File: src/inc/mcrq_regs.svh
// Constants for the command request port
`ifndef MCRQ_REGS_SVH
`define MCRQ_REGS_SVH
`define MCRQ_OP_WRITE      2'h0
`define MCRQ_OP_READ       2'h1
`define MCRQ_OP_NO_OPERATION_A 2'h2
`define MCRQ_OP_NO_OPERATION_B 2'h3
`define MCRQ_OP_WIDTH      2
`define MCRQ_SLOTS_DEF     2
`define MCRQ_ADDR_W_DEF    20
`define MCRQ_BANK_W_DEF    4
`define MCRQ_QDEPTH_DEF    8
`define MCRQ_CNT_ONE       4'h1
`define MCRQ_CNT_ZERO      4'h0
`endif

File: src/inc/mcrq_pkg.sv
// Types for the command request port
package mcrq_pkg;
   typedef enum logic [2:0] {
      MCRQ_WRITE = 3'b001,
      MCRQ_READ  = 3'b010,
      MCRQ_NOOP  = 3'b100
   } mcrq_op_e;
   typedef logic [1:0] mcrq_opcode_t;
endpackage

File: src/rtl/mcrq_port.sv
// Command request port of a reduced-latency memory controller user interface
`timescale 1ns/1ps
`include "mcrq_regs.svh"

module mcrq_port #(
   parameter int SLOTS  = `MCRQ_SLOTS_DEF,
   parameter int ADDR_W = `MCRQ_ADDR_W_DEF,
   parameter int BANK_W = `MCRQ_BANK_W_DEF,
   parameter int QDEPTH = `MCRQ_QDEPTH_DEF
) (
   input  wire logic                          sys_clk,
   input  wire logic                          rst,
   input  wire logic                          clk_en,
   input  wire logic                          calib_done_in,
   input  wire logic                          req_strobe,
   input  wire logic [`MCRQ_OP_WIDTH*SLOTS-1:0] req_opcode,
   input  wire logic [ADDR_W*SLOTS-1:0]       req_addr,
   input  wire logic [BANK_W*SLOTS-1:0]       req_bank,
   input  wire logic                          exec_ready,
   output logic                               training_done,
   output logic                               queue_full,
   output logic                               queue_empty,
   output logic                               exec_valid,
   output logic                               exec_is_read,
   output logic [ADDR_W-1:0]                  exec_addr,
   output logic [BANK_W-1:0]                  exec_bank
);
   import mcrq_pkg::*;

   localparam int CW = $clog2(QDEPTH + 1);
   localparam int PW = (QDEPTH > 1) ? $clog2(QDEPTH) : 1;
   localparam int EW = 1 + ADDR_W + BANK_W;

   // --------------------------------------------------------------
   // State
   // --------------------------------------------------------------
   typedef struct packed {
      logic [QDEPTH-1:0][EW-1:0] mem;
      logic [PW-1:0]             wp;
      logic [PW-1:0]             rp;
      logic [CW-1:0]             cnt;
      logic                      done;
      logic                      full;
      logic                      empty;
      logic                      ov;
      logic                      rd;
      logic [ADDR_W-1:0]         ad;
      logic [BANK_W-1:0]         bk;
   } mcrq_state_s;

   mcrq_state_s   st_q;
   mcrq_state_s   st_d;
   // Live slot count of the present cycle, also watched by the checks
   logic [CW-1:0] live_c;

   // --------------------------------------------------------------
   // Opcode decode
   // --------------------------------------------------------------
   // Codes 10 and 11 both fall to no_operation
   function automatic mcrq_op_e mcrq_decode(input mcrq_opcode_t op);
      case (op)
         `MCRQ_OP_WRITE: mcrq_decode = MCRQ_WRITE;
         `MCRQ_OP_READ:  mcrq_decode = MCRQ_READ;
         default:        mcrq_decode = MCRQ_NOOP;
      endcase
   endfunction

   // --------------------------------------------------------------
   // Next state
   // --------------------------------------------------------------
   // All live slots of one user cycle enter the queue together, so a
   // request is taken only when room exists for every one of them.
   // A partial accept would split the cycle and leave the requester
   // no way to learn which slots were lost; the whole cycle is refused.
   // Room is judged before this cycle's drain, which costs one entry of
   // headroom but keeps the accept path short.
   always_comb begin
      logic [CW-1:0] live;
      logic [CW-1:0] cnt_n;
      logic [PW-1:0] wp_n;
      logic          take;
      logic          pop;
      mcrq_op_e      op;
      live  = '0;
      cnt_n = '0;
      wp_n  = '0;
      take  = 1'b0;
      pop   = 1'b0;
      op    = MCRQ_NOOP;
      st_d  = st_q;
      st_d.done = calib_done_in;
      for (int i = 0; i < SLOTS; i++) begin
         op = mcrq_decode(req_opcode[i*`MCRQ_OP_WIDTH +: `MCRQ_OP_WIDTH]);
         if (op != MCRQ_NOOP)
            live = live + CW'(1);
      end
      pop  = st_q.ov && exec_ready;
      cnt_n = st_q.cnt - (((!st_q.empty) && (!st_q.ov || pop)) ? CW'(1) : CW'(0));
      // Strobe low or queue full: nothing queued
      take = req_strobe && !st_q.full && st_q.done
             && (CW'(QDEPTH) - st_q.cnt >= live);
      // Drain head into output register
      if (!st_q.ov || pop) begin
         st_d.ov = !st_q.empty;
         if (!st_q.empty) begin
            {st_d.rd, st_d.ad, st_d.bk} = st_q.mem[st_q.rp];
            st_d.rp = (st_q.rp == PW'(QDEPTH - 1)) ? '0 : st_q.rp + PW'(1);
         end
      end
      wp_n = st_q.wp;
      if (take) begin
         for (int i = 0; i < SLOTS; i++) begin
            op = mcrq_decode(req_opcode[i*`MCRQ_OP_WIDTH +: `MCRQ_OP_WIDTH]);
            if (op != MCRQ_NOOP) begin
               st_d.mem[wp_n] = {op == MCRQ_READ,
                                 req_addr[i*ADDR_W +: ADDR_W],
                                 req_bank[i*BANK_W +: BANK_W]};
               wp_n = (wp_n == PW'(QDEPTH - 1)) ? '0 : wp_n + PW'(1);
            end
         end
         cnt_n = cnt_n + live;
      end
      st_d.wp    = wp_n;
      st_d.cnt   = cnt_n;
      st_d.full  = (cnt_n == CW'(QDEPTH));
      st_d.empty = (cnt_n == '0);
      live_c     = live;
   end

   // --------------------------------------------------------------
   // Registers
   // --------------------------------------------------------------
   always_ff @(posedge sys_clk) begin
      if (rst) begin
         // Empty is the only flag that resets high
         st_q       <= '0;
         st_q.empty <= 1'b1;
      // Clock enable low freezes every field, flags included
      end else if (clk_en) begin
         st_q <= st_d;
      end
   end

   // --------------------------------------------------------------
   // Outputs, each straight from a state flop
   // --------------------------------------------------------------
   assign training_done = st_q.done;
   assign queue_full    = st_q.full;
   assign queue_empty   = st_q.empty;
   assign exec_valid    = st_q.ov;
   assign exec_is_read  = st_q.rd;
   assign exec_addr     = st_q.ad;
   assign exec_bank     = st_q.bk;

   // --------------------------------------------------------------
   // Checks
   // --------------------------------------------------------------
   AST_FULL_BLOCKS: assert property (@(posedge sys_clk) disable iff (rst)
      (clk_en && st_q.full) |=> st_q.cnt <= $past(st_q.cnt))
      else $error("Queue grew while full");
   AST_IDLE_NO_PUSH: assert property (@(posedge sys_clk) disable iff (rst)
      (clk_en && !req_strobe) |=> st_q.wp == $past(st_q.wp))
      else $error("Write pointer moved without strobe");
   AST_NOOP_DISCARD: assert property (@(posedge sys_clk) disable iff (rst)
      (clk_en && req_strobe && live_c == '0) |=> st_q.wp == $past(st_q.wp))
      else $error("No-operation slots were queued");
   AST_DONE_FOLLOWS: assert property (@(posedge sys_clk) disable iff (rst)
      clk_en |=> training_done == $past(calib_done_in))
      else $error("Training-done does not follow calibration");
   AST_FULL_FLAG: assert property (@(posedge sys_clk) disable iff (rst)
      (queue_full == (st_q.cnt == CW'(QDEPTH))) && (!queue_full || st_q.wp == st_q.rp))
      else $error("Full flag disagrees with level");
   AST_NO_TRAIN_PUSH: assert property (@(posedge sys_clk) disable iff (rst)
      (clk_en && !st_q.done) |=> st_q.wp == $past(st_q.wp))
      else $error("Queued before training done");
   AST_WRITE_TYPE: assert property (@(posedge sys_clk) disable iff (rst)
      (clk_en && st_q.empty && !st_q.ov && st_q.done && req_strobe
       && req_opcode[1:0] == `MCRQ_OP_WRITE) ##1 clk_en
      |=> exec_valid && !exec_is_read && exec_addr == $past(req_addr[ADDR_W-1:0], 2)
       && exec_bank == $past(req_bank[BANK_W-1:0], 2))
      else $error("Write slot did not reach output as a write");
   AST_READ_OUT: assert property (@(posedge sys_clk) disable iff (rst)
      (clk_en && st_q.empty && !st_q.ov && st_q.done && req_strobe
       && req_opcode[1:0] == `MCRQ_OP_READ) ##1 clk_en
      |=> exec_valid && exec_is_read && exec_addr == $past(req_addr[ADDR_W-1:0], 2))
      else $error("Read slot did not reach output");
   AST_EXEC_HOLD: assert property (@(posedge sys_clk) disable iff (rst)
      (exec_valid && !(clk_en && exec_ready))
      |=> exec_valid && $stable(exec_is_read) && $stable(exec_addr) && $stable(exec_bank))
      else $error("Head command changed before it was taken");
   AST_ROOM_REFUSE: assert property (@(posedge sys_clk) disable iff (rst)
      (clk_en && req_strobe && (CW'(QDEPTH) - st_q.cnt < live_c))
      |=> st_q.wp == $past(st_q.wp))
      else $error("Queued a cycle that did not fit");
   AST_EMPTY_OUT: assert property (@(posedge sys_clk) disable iff (rst)
      (clk_en && queue_empty && !exec_valid && !req_strobe)
      |=> !exec_valid)
      else $error("Command appeared without a request");
   AST_LIVE_TAKEN: assert property (@(posedge sys_clk) disable iff (rst)
      (clk_en && req_strobe && st_q.done && st_q.empty && !st_q.ov && live_c != '0)
      |=> !queue_empty)
      else $error("Live slots were not queued");

   // --------------------------------------------------------------
   // Coverage
   // --------------------------------------------------------------
   COV_FULL: cover property (@(posedge sys_clk) queue_full);
   COV_EXEC: cover property (@(posedge sys_clk) exec_valid && exec_ready);
   COV_NOOP: cover property (@(posedge sys_clk) req_strobe && req_opcode[1]);
   COV_WRITE: cover property (@(posedge sys_clk) exec_valid && exec_ready && !exec_is_read);
   COV_ROOM_REFUSE: cover property (@(posedge sys_clk) clk_en && req_strobe && st_q.done && !st_q.full
      && (CW'(QDEPTH) - st_q.cnt < live_c));
endmodule // mcrq_port

File: config.mk
export PLATFORM = sky130hd
export DESIGN_NAME = mcrq_port
export DESIGN_NICKNAME = d
export VERILOG_FILES = /design/src/inc/mcrq_pkg.sv /design/src/rtl/mcrq_port.sv
export VERILOG_INCLUDE_DIRS = /design/src /design/src/inc
export SDC_FILE = /design/constraint.sdc
export NUM_CORES = 1
export LEC_CHECK = 0
export BUFFER_PORTS_ARGS = -buffer_cell sky130_fd_sc_hd__buf_2
export CORE_MARGIN = 3
export CORE_UTILIZATION = 50
export CTS_CLUSTER_DIAMETER = 80
export DETAILED_ROUTE_END_ITERATION = 12
export GPL_TIMING_DRIVEN = 0
export PLACE_DENSITY_LB_ADDON = 0.08
export REMOVE_ABC_BUFFERS = 1
export SLEW_MARGIN = 10
export SYNTH_ARGS = -nofsm -noshare
export SYNTH_HDL_FRONTEND = slang
export SYNTH_SLANG_ARGS = --single-unit
File: constraint.sdc
create_clock -name sys_clk -period 6.3 [get_ports sys_clk]
set_input_delay 0.315 -clock sys_clk [delete_from_list [all_inputs] [get_ports sys_clk]]
set_output_delay 0.315 -clock sys_clk [all_outputs]
set_load 0.03 [all_outputs]
==> Yosys cells after proc, flatten, opt, wreduce, memory -nomap -nowiden <==
Cells that the tools add are included.
{ "word_totals": {"ff_bits": 239, "input_bits": 58, "word_cells": 86} }
{ "classes": {"n_bitwise": 1, "mux": 25, "n_reduce_logical": 17, "eq_ne": 12, "n_addsub": 7, "n_lt_le_gt_ge": 6} }
{ "op_table": {"columns": ["operator", "n"], "rows": [
  ["200-bit 2-to-1 mux", 3],
  ["200-bit bitwise mux", 2],
  ["25-bit demux with 3-bit select", 2],
  ["25-bit binary-select mux with 3-bit select", 1],
  ["25-bit 2-to-1 mux", 3],
  ["3-bit 2-to-1 mux", 8],
  ["3-bit by 4-bit < comparator with 1-bit output (second input constant)", 3],
  ["3-bit inequality test (second input constant)", 4],
  ["3-bit one-hot mux with 2 select lines", 2],
  ["3-bit by 1-bit adder with 3-bit output (second input constant)", 3],
  ["3-bit == test (second input constant)", 3],
  ["4-bit 2-to-1 mux", 2],
  ["1-bit logical AND", 7],
  ["3-bit by 2-bit == test with 1-bit output (second input constant)", 2],
  ["3-bit by 1-bit greater-or-equal comparator with 1-bit output (second input constant)", 2],
  ["4-bit by 1-bit adder with 4-bit output (second input constant)", 1],
  ["4-bit adder", 1],
  ["2-bit by 1-bit == test with 1-bit output (second input constant)", 2],
  ["4-bit == test (second input constant)", 1],
  ["4-bit greater-or-equal comparator", 1],
  ["2-bit logical NOT", 2],
  ["4-bit logical NOT", 1],
  ["2-bit AND reduction", 2],
  ["4-bit by 1-bit subtractor with 4-bit output", 1],
  ["other kinds (6)", 9]
]} }

==> Depth between registers and ports, before layout <==
{ "depth": {"word_depth": 18, "depth_mapped": 14, "depth_no_buf": 10} }

==> Worst setup path after synthesis <==
No wires, ideal clock.
{ "synth_timing": {"path_kind": "input to register", "from": "in req_opcode[1]", "to": "reg st_q[192] (netlist name)", "setup_time_ns": 0.128, "cell_stages": 12, "t_arrival_ns": 2.673, "required_time_ns": 6.172, "path_slack_ns": 3.500, "path_buffers": 3, "path_cell_list": "buf_2 > buf_2 > inv_1 > ha_1 > ha_1 > nand2b_1 > a211oi_1 > a21oi_2 > nand2_1 > clkbuf_1 > a2bb2oi_1 > nor2_1"} }
{ "synth_between": {"elab_chain_cells": 12, "word_cells_on_any_way": 23, "classes_between": "add/sub: 1; order compare: 3; eq/ne: 3; mux: 12; reduce/logical: 4"} }
{ "synth_lines": {"columns": ["item", "line_no", "text"], "rows": [
  ["start: declaration", "mcrq_port.sv:16", "input wire logic [`MCRQ_OP_WIDTH*SLOTS-1:0] req_opcode,"],
  ["2-bit by 1-bit == test with 1-bit output or 2-bit logical NOT (tied branches)", "mcrq_port.sv:61", "case (op)"],
  ["3-bit one-hot mux with 2 select lines (*)", "mcrq_port.sv:61", null],
  ["3-bit 2-to-1 mux", "mcrq_port.sv:111", "if (take) begin"],
  ["3-bit inequality test", "mcrq_port.sv:114", "if (op != MCRQ_NOOP) begin"],
  ["3-bit 2-to-1 mux", "mcrq_port.sv:114", null],
  ["3-bit 2-to-1 mux", "mcrq_port.sv:111", null],
  ["3-bit by 4-bit < comparator with 1-bit output (not written as such) or 3-bit by 1-bit greater-or-equal comparator with 1-bit output (tied branches)", "mcrq_port.sv:115", "st_d.mem[wp_n] = {op == MCRQ_READ,"],
  ["1-bit logical AND (not written as such)", "mcrq_port.sv:115", null],
  ["25-bit 2-to-1 mux (not written as such)", "mcrq_port.sv:115", null],
  ["25-bit demux with 3-bit select", "mcrq_port.sv:115", null],
  ["200-bit bitwise mux", "mcrq_port.sv:115", null],
  ["200-bit 2-to-1 mux", "mcrq_port.sv:114", null],
  ["end signal: assignment", "mcrq_port.sv:140", "st_q <= st_d;"],
  ["end: declaration", "mcrq_port.sv:51", "mcrq_state_s st_q;"]
]} }
Every way passes the cells marked *; elsewhere a longest branch is shown, timed or not. The select of a mux whose other input is x is not followed.
A chain may end at the register's enable or synchronous reset.

==> Worst setup path in the final report <==
{ "layout_timing": {"from": "reg st_q[37] (netlist name)", "to": "reg st_q[99] (netlist name)"} }
{ "layout_between": {"elab_chain_cells": 10, "word_cells_on_any_way": 20, "classes_between": "add/sub: 1; order compare: 4; eq/ne: 1; mux: 12; reduce/logical: 2"} }
{ "layout_lines": {"columns": ["item", "line_no", "text"], "rows": [
  ["3-bit by 1-bit adder with 3-bit output or 3-bit == test (tied branches)", "mcrq_port.sv:118", "wp_n = (wp_n == PW'(QDEPTH - 1)) ? '0 : wp_n + PW'(1);"],
  ["3-bit 2-to-1 mux", "mcrq_port.sv:118", null],
  ["3-bit 2-to-1 mux", "mcrq_port.sv:114", null],
  ["3-bit 2-to-1 mux", "mcrq_port.sv:111", null],
  ["3-bit by 4-bit < comparator with 1-bit output (not written as such) or 3-bit by 1-bit greater-or-equal comparator with 1-bit output (tied branches)", "mcrq_port.sv:115", null],
  ["1-bit logical AND (not written as such)", "mcrq_port.sv:115", null],
  ["25-bit 2-to-1 mux (not written as such)", "mcrq_port.sv:115", null],
  ["25-bit demux with 3-bit select", "mcrq_port.sv:115", null],
  ["200-bit bitwise mux", "mcrq_port.sv:115", null],
  ["200-bit 2-to-1 mux (*)", "mcrq_port.sv:114", null]
]} }
Marked as above.

==> qor.yml <==
global_routing:
  grt_max_degree: 132
  grt_use_total: 0.286
  grt_pass1_vias: 11200
  grt_overflow_total: 0
  grt_pass1_wl_um: 64700
  antenna_found_initial: 4
logic_synthesis:
  synthTopCellsByCount: "239 x dfxtp_1, 239 x nor2_1, 177 x a22oi_1"
  avgSynthCellArea_um2: 8.64
  synth_top_flop_cell: "dfxtp_1"
  postSynthCellCount: 1502
  synth_top_family_by_area: "compound AO/OA/AOI/OAI gates"
  synth-seq-cells: 239
  yosys.area_share.simple: 0.150
  synth_xor_area_frac: 0.00607
  ys_types: 47
  yosysSeqAreaShare: 0.369
  synth_edf_count: 0
  async_flop_share: 0
  synthMuxAreaShare: 0.110
  synth_compound_area_frac: 0.268
  yosys.area_share.adder: 0.0141
  yosysWarnings: 0
  synth_top_cell_by_area: "dfxtp_1"
  synth.area.top_cells: "dfxtp_1 37%, a22oi_1 10%, mux4_2 8.7%"
  synth.cell_area_um2: 13000
  synth_top_area_share: 0.369
critical_path:
  path_cells: "ha_1 -> ha_1 -> or3b_1 -> a2111oi_4 -> buf_6 -> o21ai_4 -> buf_16 -> a22oi_1 -> nor2_1"
  cp.arrival_ns: 4.19
  startpoint_type: "flop"
  critPathKind: "flop to flop"
  cpMostUsedCell: "ha_1"
  critPathRequiredTime_ns: 6.70
  cp_top_family: "compound AO/OA/AOI/OAI gates"
  critPathMaxFanout: 13
  slowest_stage: "a2111oi_4"
  cp_num_buf_inv: 2
  slowest_delay_ns: 0.91
  end_kind: "flop"
floorplanning:
  io_pins: 87
  core-area_um2: 25300
  start_util: 0.512
  die_w_um: 167
  die_h_um: 167
  die_area_um2: 27900
  fp-row-count: 58
sta:
  drv_slew: 0
  finalCritPeriodShare: 0.602
  tightest_slew_ns: 1.01
  max_slew_margin: 0.324
  rsz0062_at_grt: "false"
  final-setup-viol-count: 0
  finClkSkew_ns: 0.0120
  finalHoldViolCount: 0
  fmax_mhz: 264
  fin_crit_ns: 3.79
cts:
  clock_sinks: 239
  cts-root-buf: "clkbuf_16"
  cts_tree: "yes"
  clock_path_buffers: 3
  cts_buffers: 27
  hold_buffers: 0
  cts_setup_buffers: 0
  ctsResizeCount: 0
  cts.clk_slew.worst_paths_ns: 0.06
  clock_latency_ns: 0.54
  cts_max_level: 1
job:
  cap_violations: 0
placement:
  io_buffers: 86
  dp_hpwl_um: 25700
  dpl.cell_count: 1758
  routabilityCongestion: 0.775
pwr:
  vdd_drop_max_v: 0.000242
  switching_share: 0.258
  p_sw_uw: 892
  seq_power_share: 0.450
  p_int_mw: 2.57
  clkPwrFrac: 0.440
  leakage_nw: 5.21
  power.density_nw_per_um2: 234
  pwr-share-comb: 0.110
layout:
  fin_nets: 1529
  area_growth_pct: 13.9
  layout.cells.non_filler: 1802
  utilization: 0.584
  drive_gt1_frac: 0.178
drt:
  drt-wirelength-per-cell_um: 22.9
  dr.pass1.iters: 6
  routed_via_density: 6.41
  num_vias: 11600
  ant_nets: 0
  drt-total-wl_um: 41300
  drtIter0Drc: 1457
  drc: 0
worst_hold_path:
  hold_path_class: "primary input to flop"
status:
  status: "completed"
routing by layer:
| layer | vias to the layer above | wire length (µm) | track usage |
|---|---|---|---|
| met1 | 5613 | 17400 | 0.394 |
| met2 | 534 | 19600 | 0.475 |
| met4 | 2 | 1080 | 0.0836 |
| met5 | - | 7 | 0 |
| li1 | 5318 | - | - |
| met3 | 88 | 3200 | 0.0385 |
registers in the layout, indices dropped and copies added, names as in the netlist:
signal         flops
st_q             210
queue_full         1
exec_is_read       1
training_done      1
queue_empty        1
exec_addr         20
exec_valid         1
exec_bank          4
logic make-up (layout without fill, tap and decap cells):
| group | after synthesis | count (layout) |
|---|---|---|
| compound gates | 470 | 470 |
| other cells | 0 | 3 |
| mux | 80 | 80 |
| fa+ha+maj | 14 | 14 |
| flops | 239 | 239 |
| simple gates | 466 | 466 |
| buf+inv | 224 | 191 |
| xor+xnor | 9 | 9 |
final timing paths:
path | from | endpoint | slack, ns | depth (start not counted)
max | st_q[37] | st_q[99] | 2.51 | 9
min | calib_done_in | training_done | 0.02 | 3
max reg2reg | st_q[37] | st_q[99] | 2.51 | 9
min reg2reg | exec_addr[12] | exec_addr[12] | 0.49 | 2
cell type report:
cell class,instances,area (µm²)
clock buffers,40,805
clock inverters,1,30.0
well taps,330,413
fillers,2211,10500
repair buffers,141,1430
inverters,9,33.8
multi-input cells,1039,7270
flip-flops and latches,239,4790
diodes,3,7.51
worst reg2reg max path: cells and delay by family, from the launching register on:
family	cells	cell delay, ns
AOI/OAI and AO/OA	3	1.33
buffers and inverters	2	0.53
and+or+nand+nor	2	0.55
DFF	1	0.70
adders and majority gates	2	0.55
per-stage QoR:
step	worst slack (ns)	total power, mW	instance area, µm²	hold WS [ns]	TNS [ns]
global route	2.37	3.58	14800	0.0329	0
finish	2.51	3.47	14800	0.0188	0
CTS	2.57	3.48	14800	0.00662	0
detailed placement	2.59	1.97	13900	0.476	0
floorplan	-8.41	1.79	11900	0.384	-1698.20
global placement	-22.93	1.94	12800	0.468	-4459.19
power by group through the flow:
stage | Sequential [mW] | Clock [mW] | Combinational, mW
finish | 1.56 | 1.53 | 0.382
global route | 1.56 | 1.61 | 0.417
CTS | 1.56 | 1.54 | 0.380
detailed placement | 1.59 | 0 | 0.379
global placement | 1.60 | 0 | 0.336
floorplan | 1.62 | 0 | 0.161
layout by cell type (no fill, tap or decap), types with 3 or more instances in the layout:
master	instances
inv_1	9
a2111oi_4	3
nand2b_1	7
a21oi_4	3
or3b_1	3
nor2_4	3
nor2b_1	4
nor3_1	5
buf_8	15
buf_16	17
nand3b_1	4
a22oi_1	177
mux4_2	50
o21ai_4	8
a2bb2oi_1	26
o21ai_0	70
diode_2	3
mux2i_1	28
clkbuf_1	5
a21oi_1	34
a22o_1	100
and3_1	25
nor3_4	4
a211oi_1	30
nor2_1	236
buf_2	85
ha_1	13
o21ai_1	11
dfxtp_1	236
xor2_1	4
clkbuf_16	27
buf_6	17
xnor2_1	5
nand2_1	161
buf_12	5
clkbuf_8	8
Note: power is estimated with default switching activity, not from simulation.
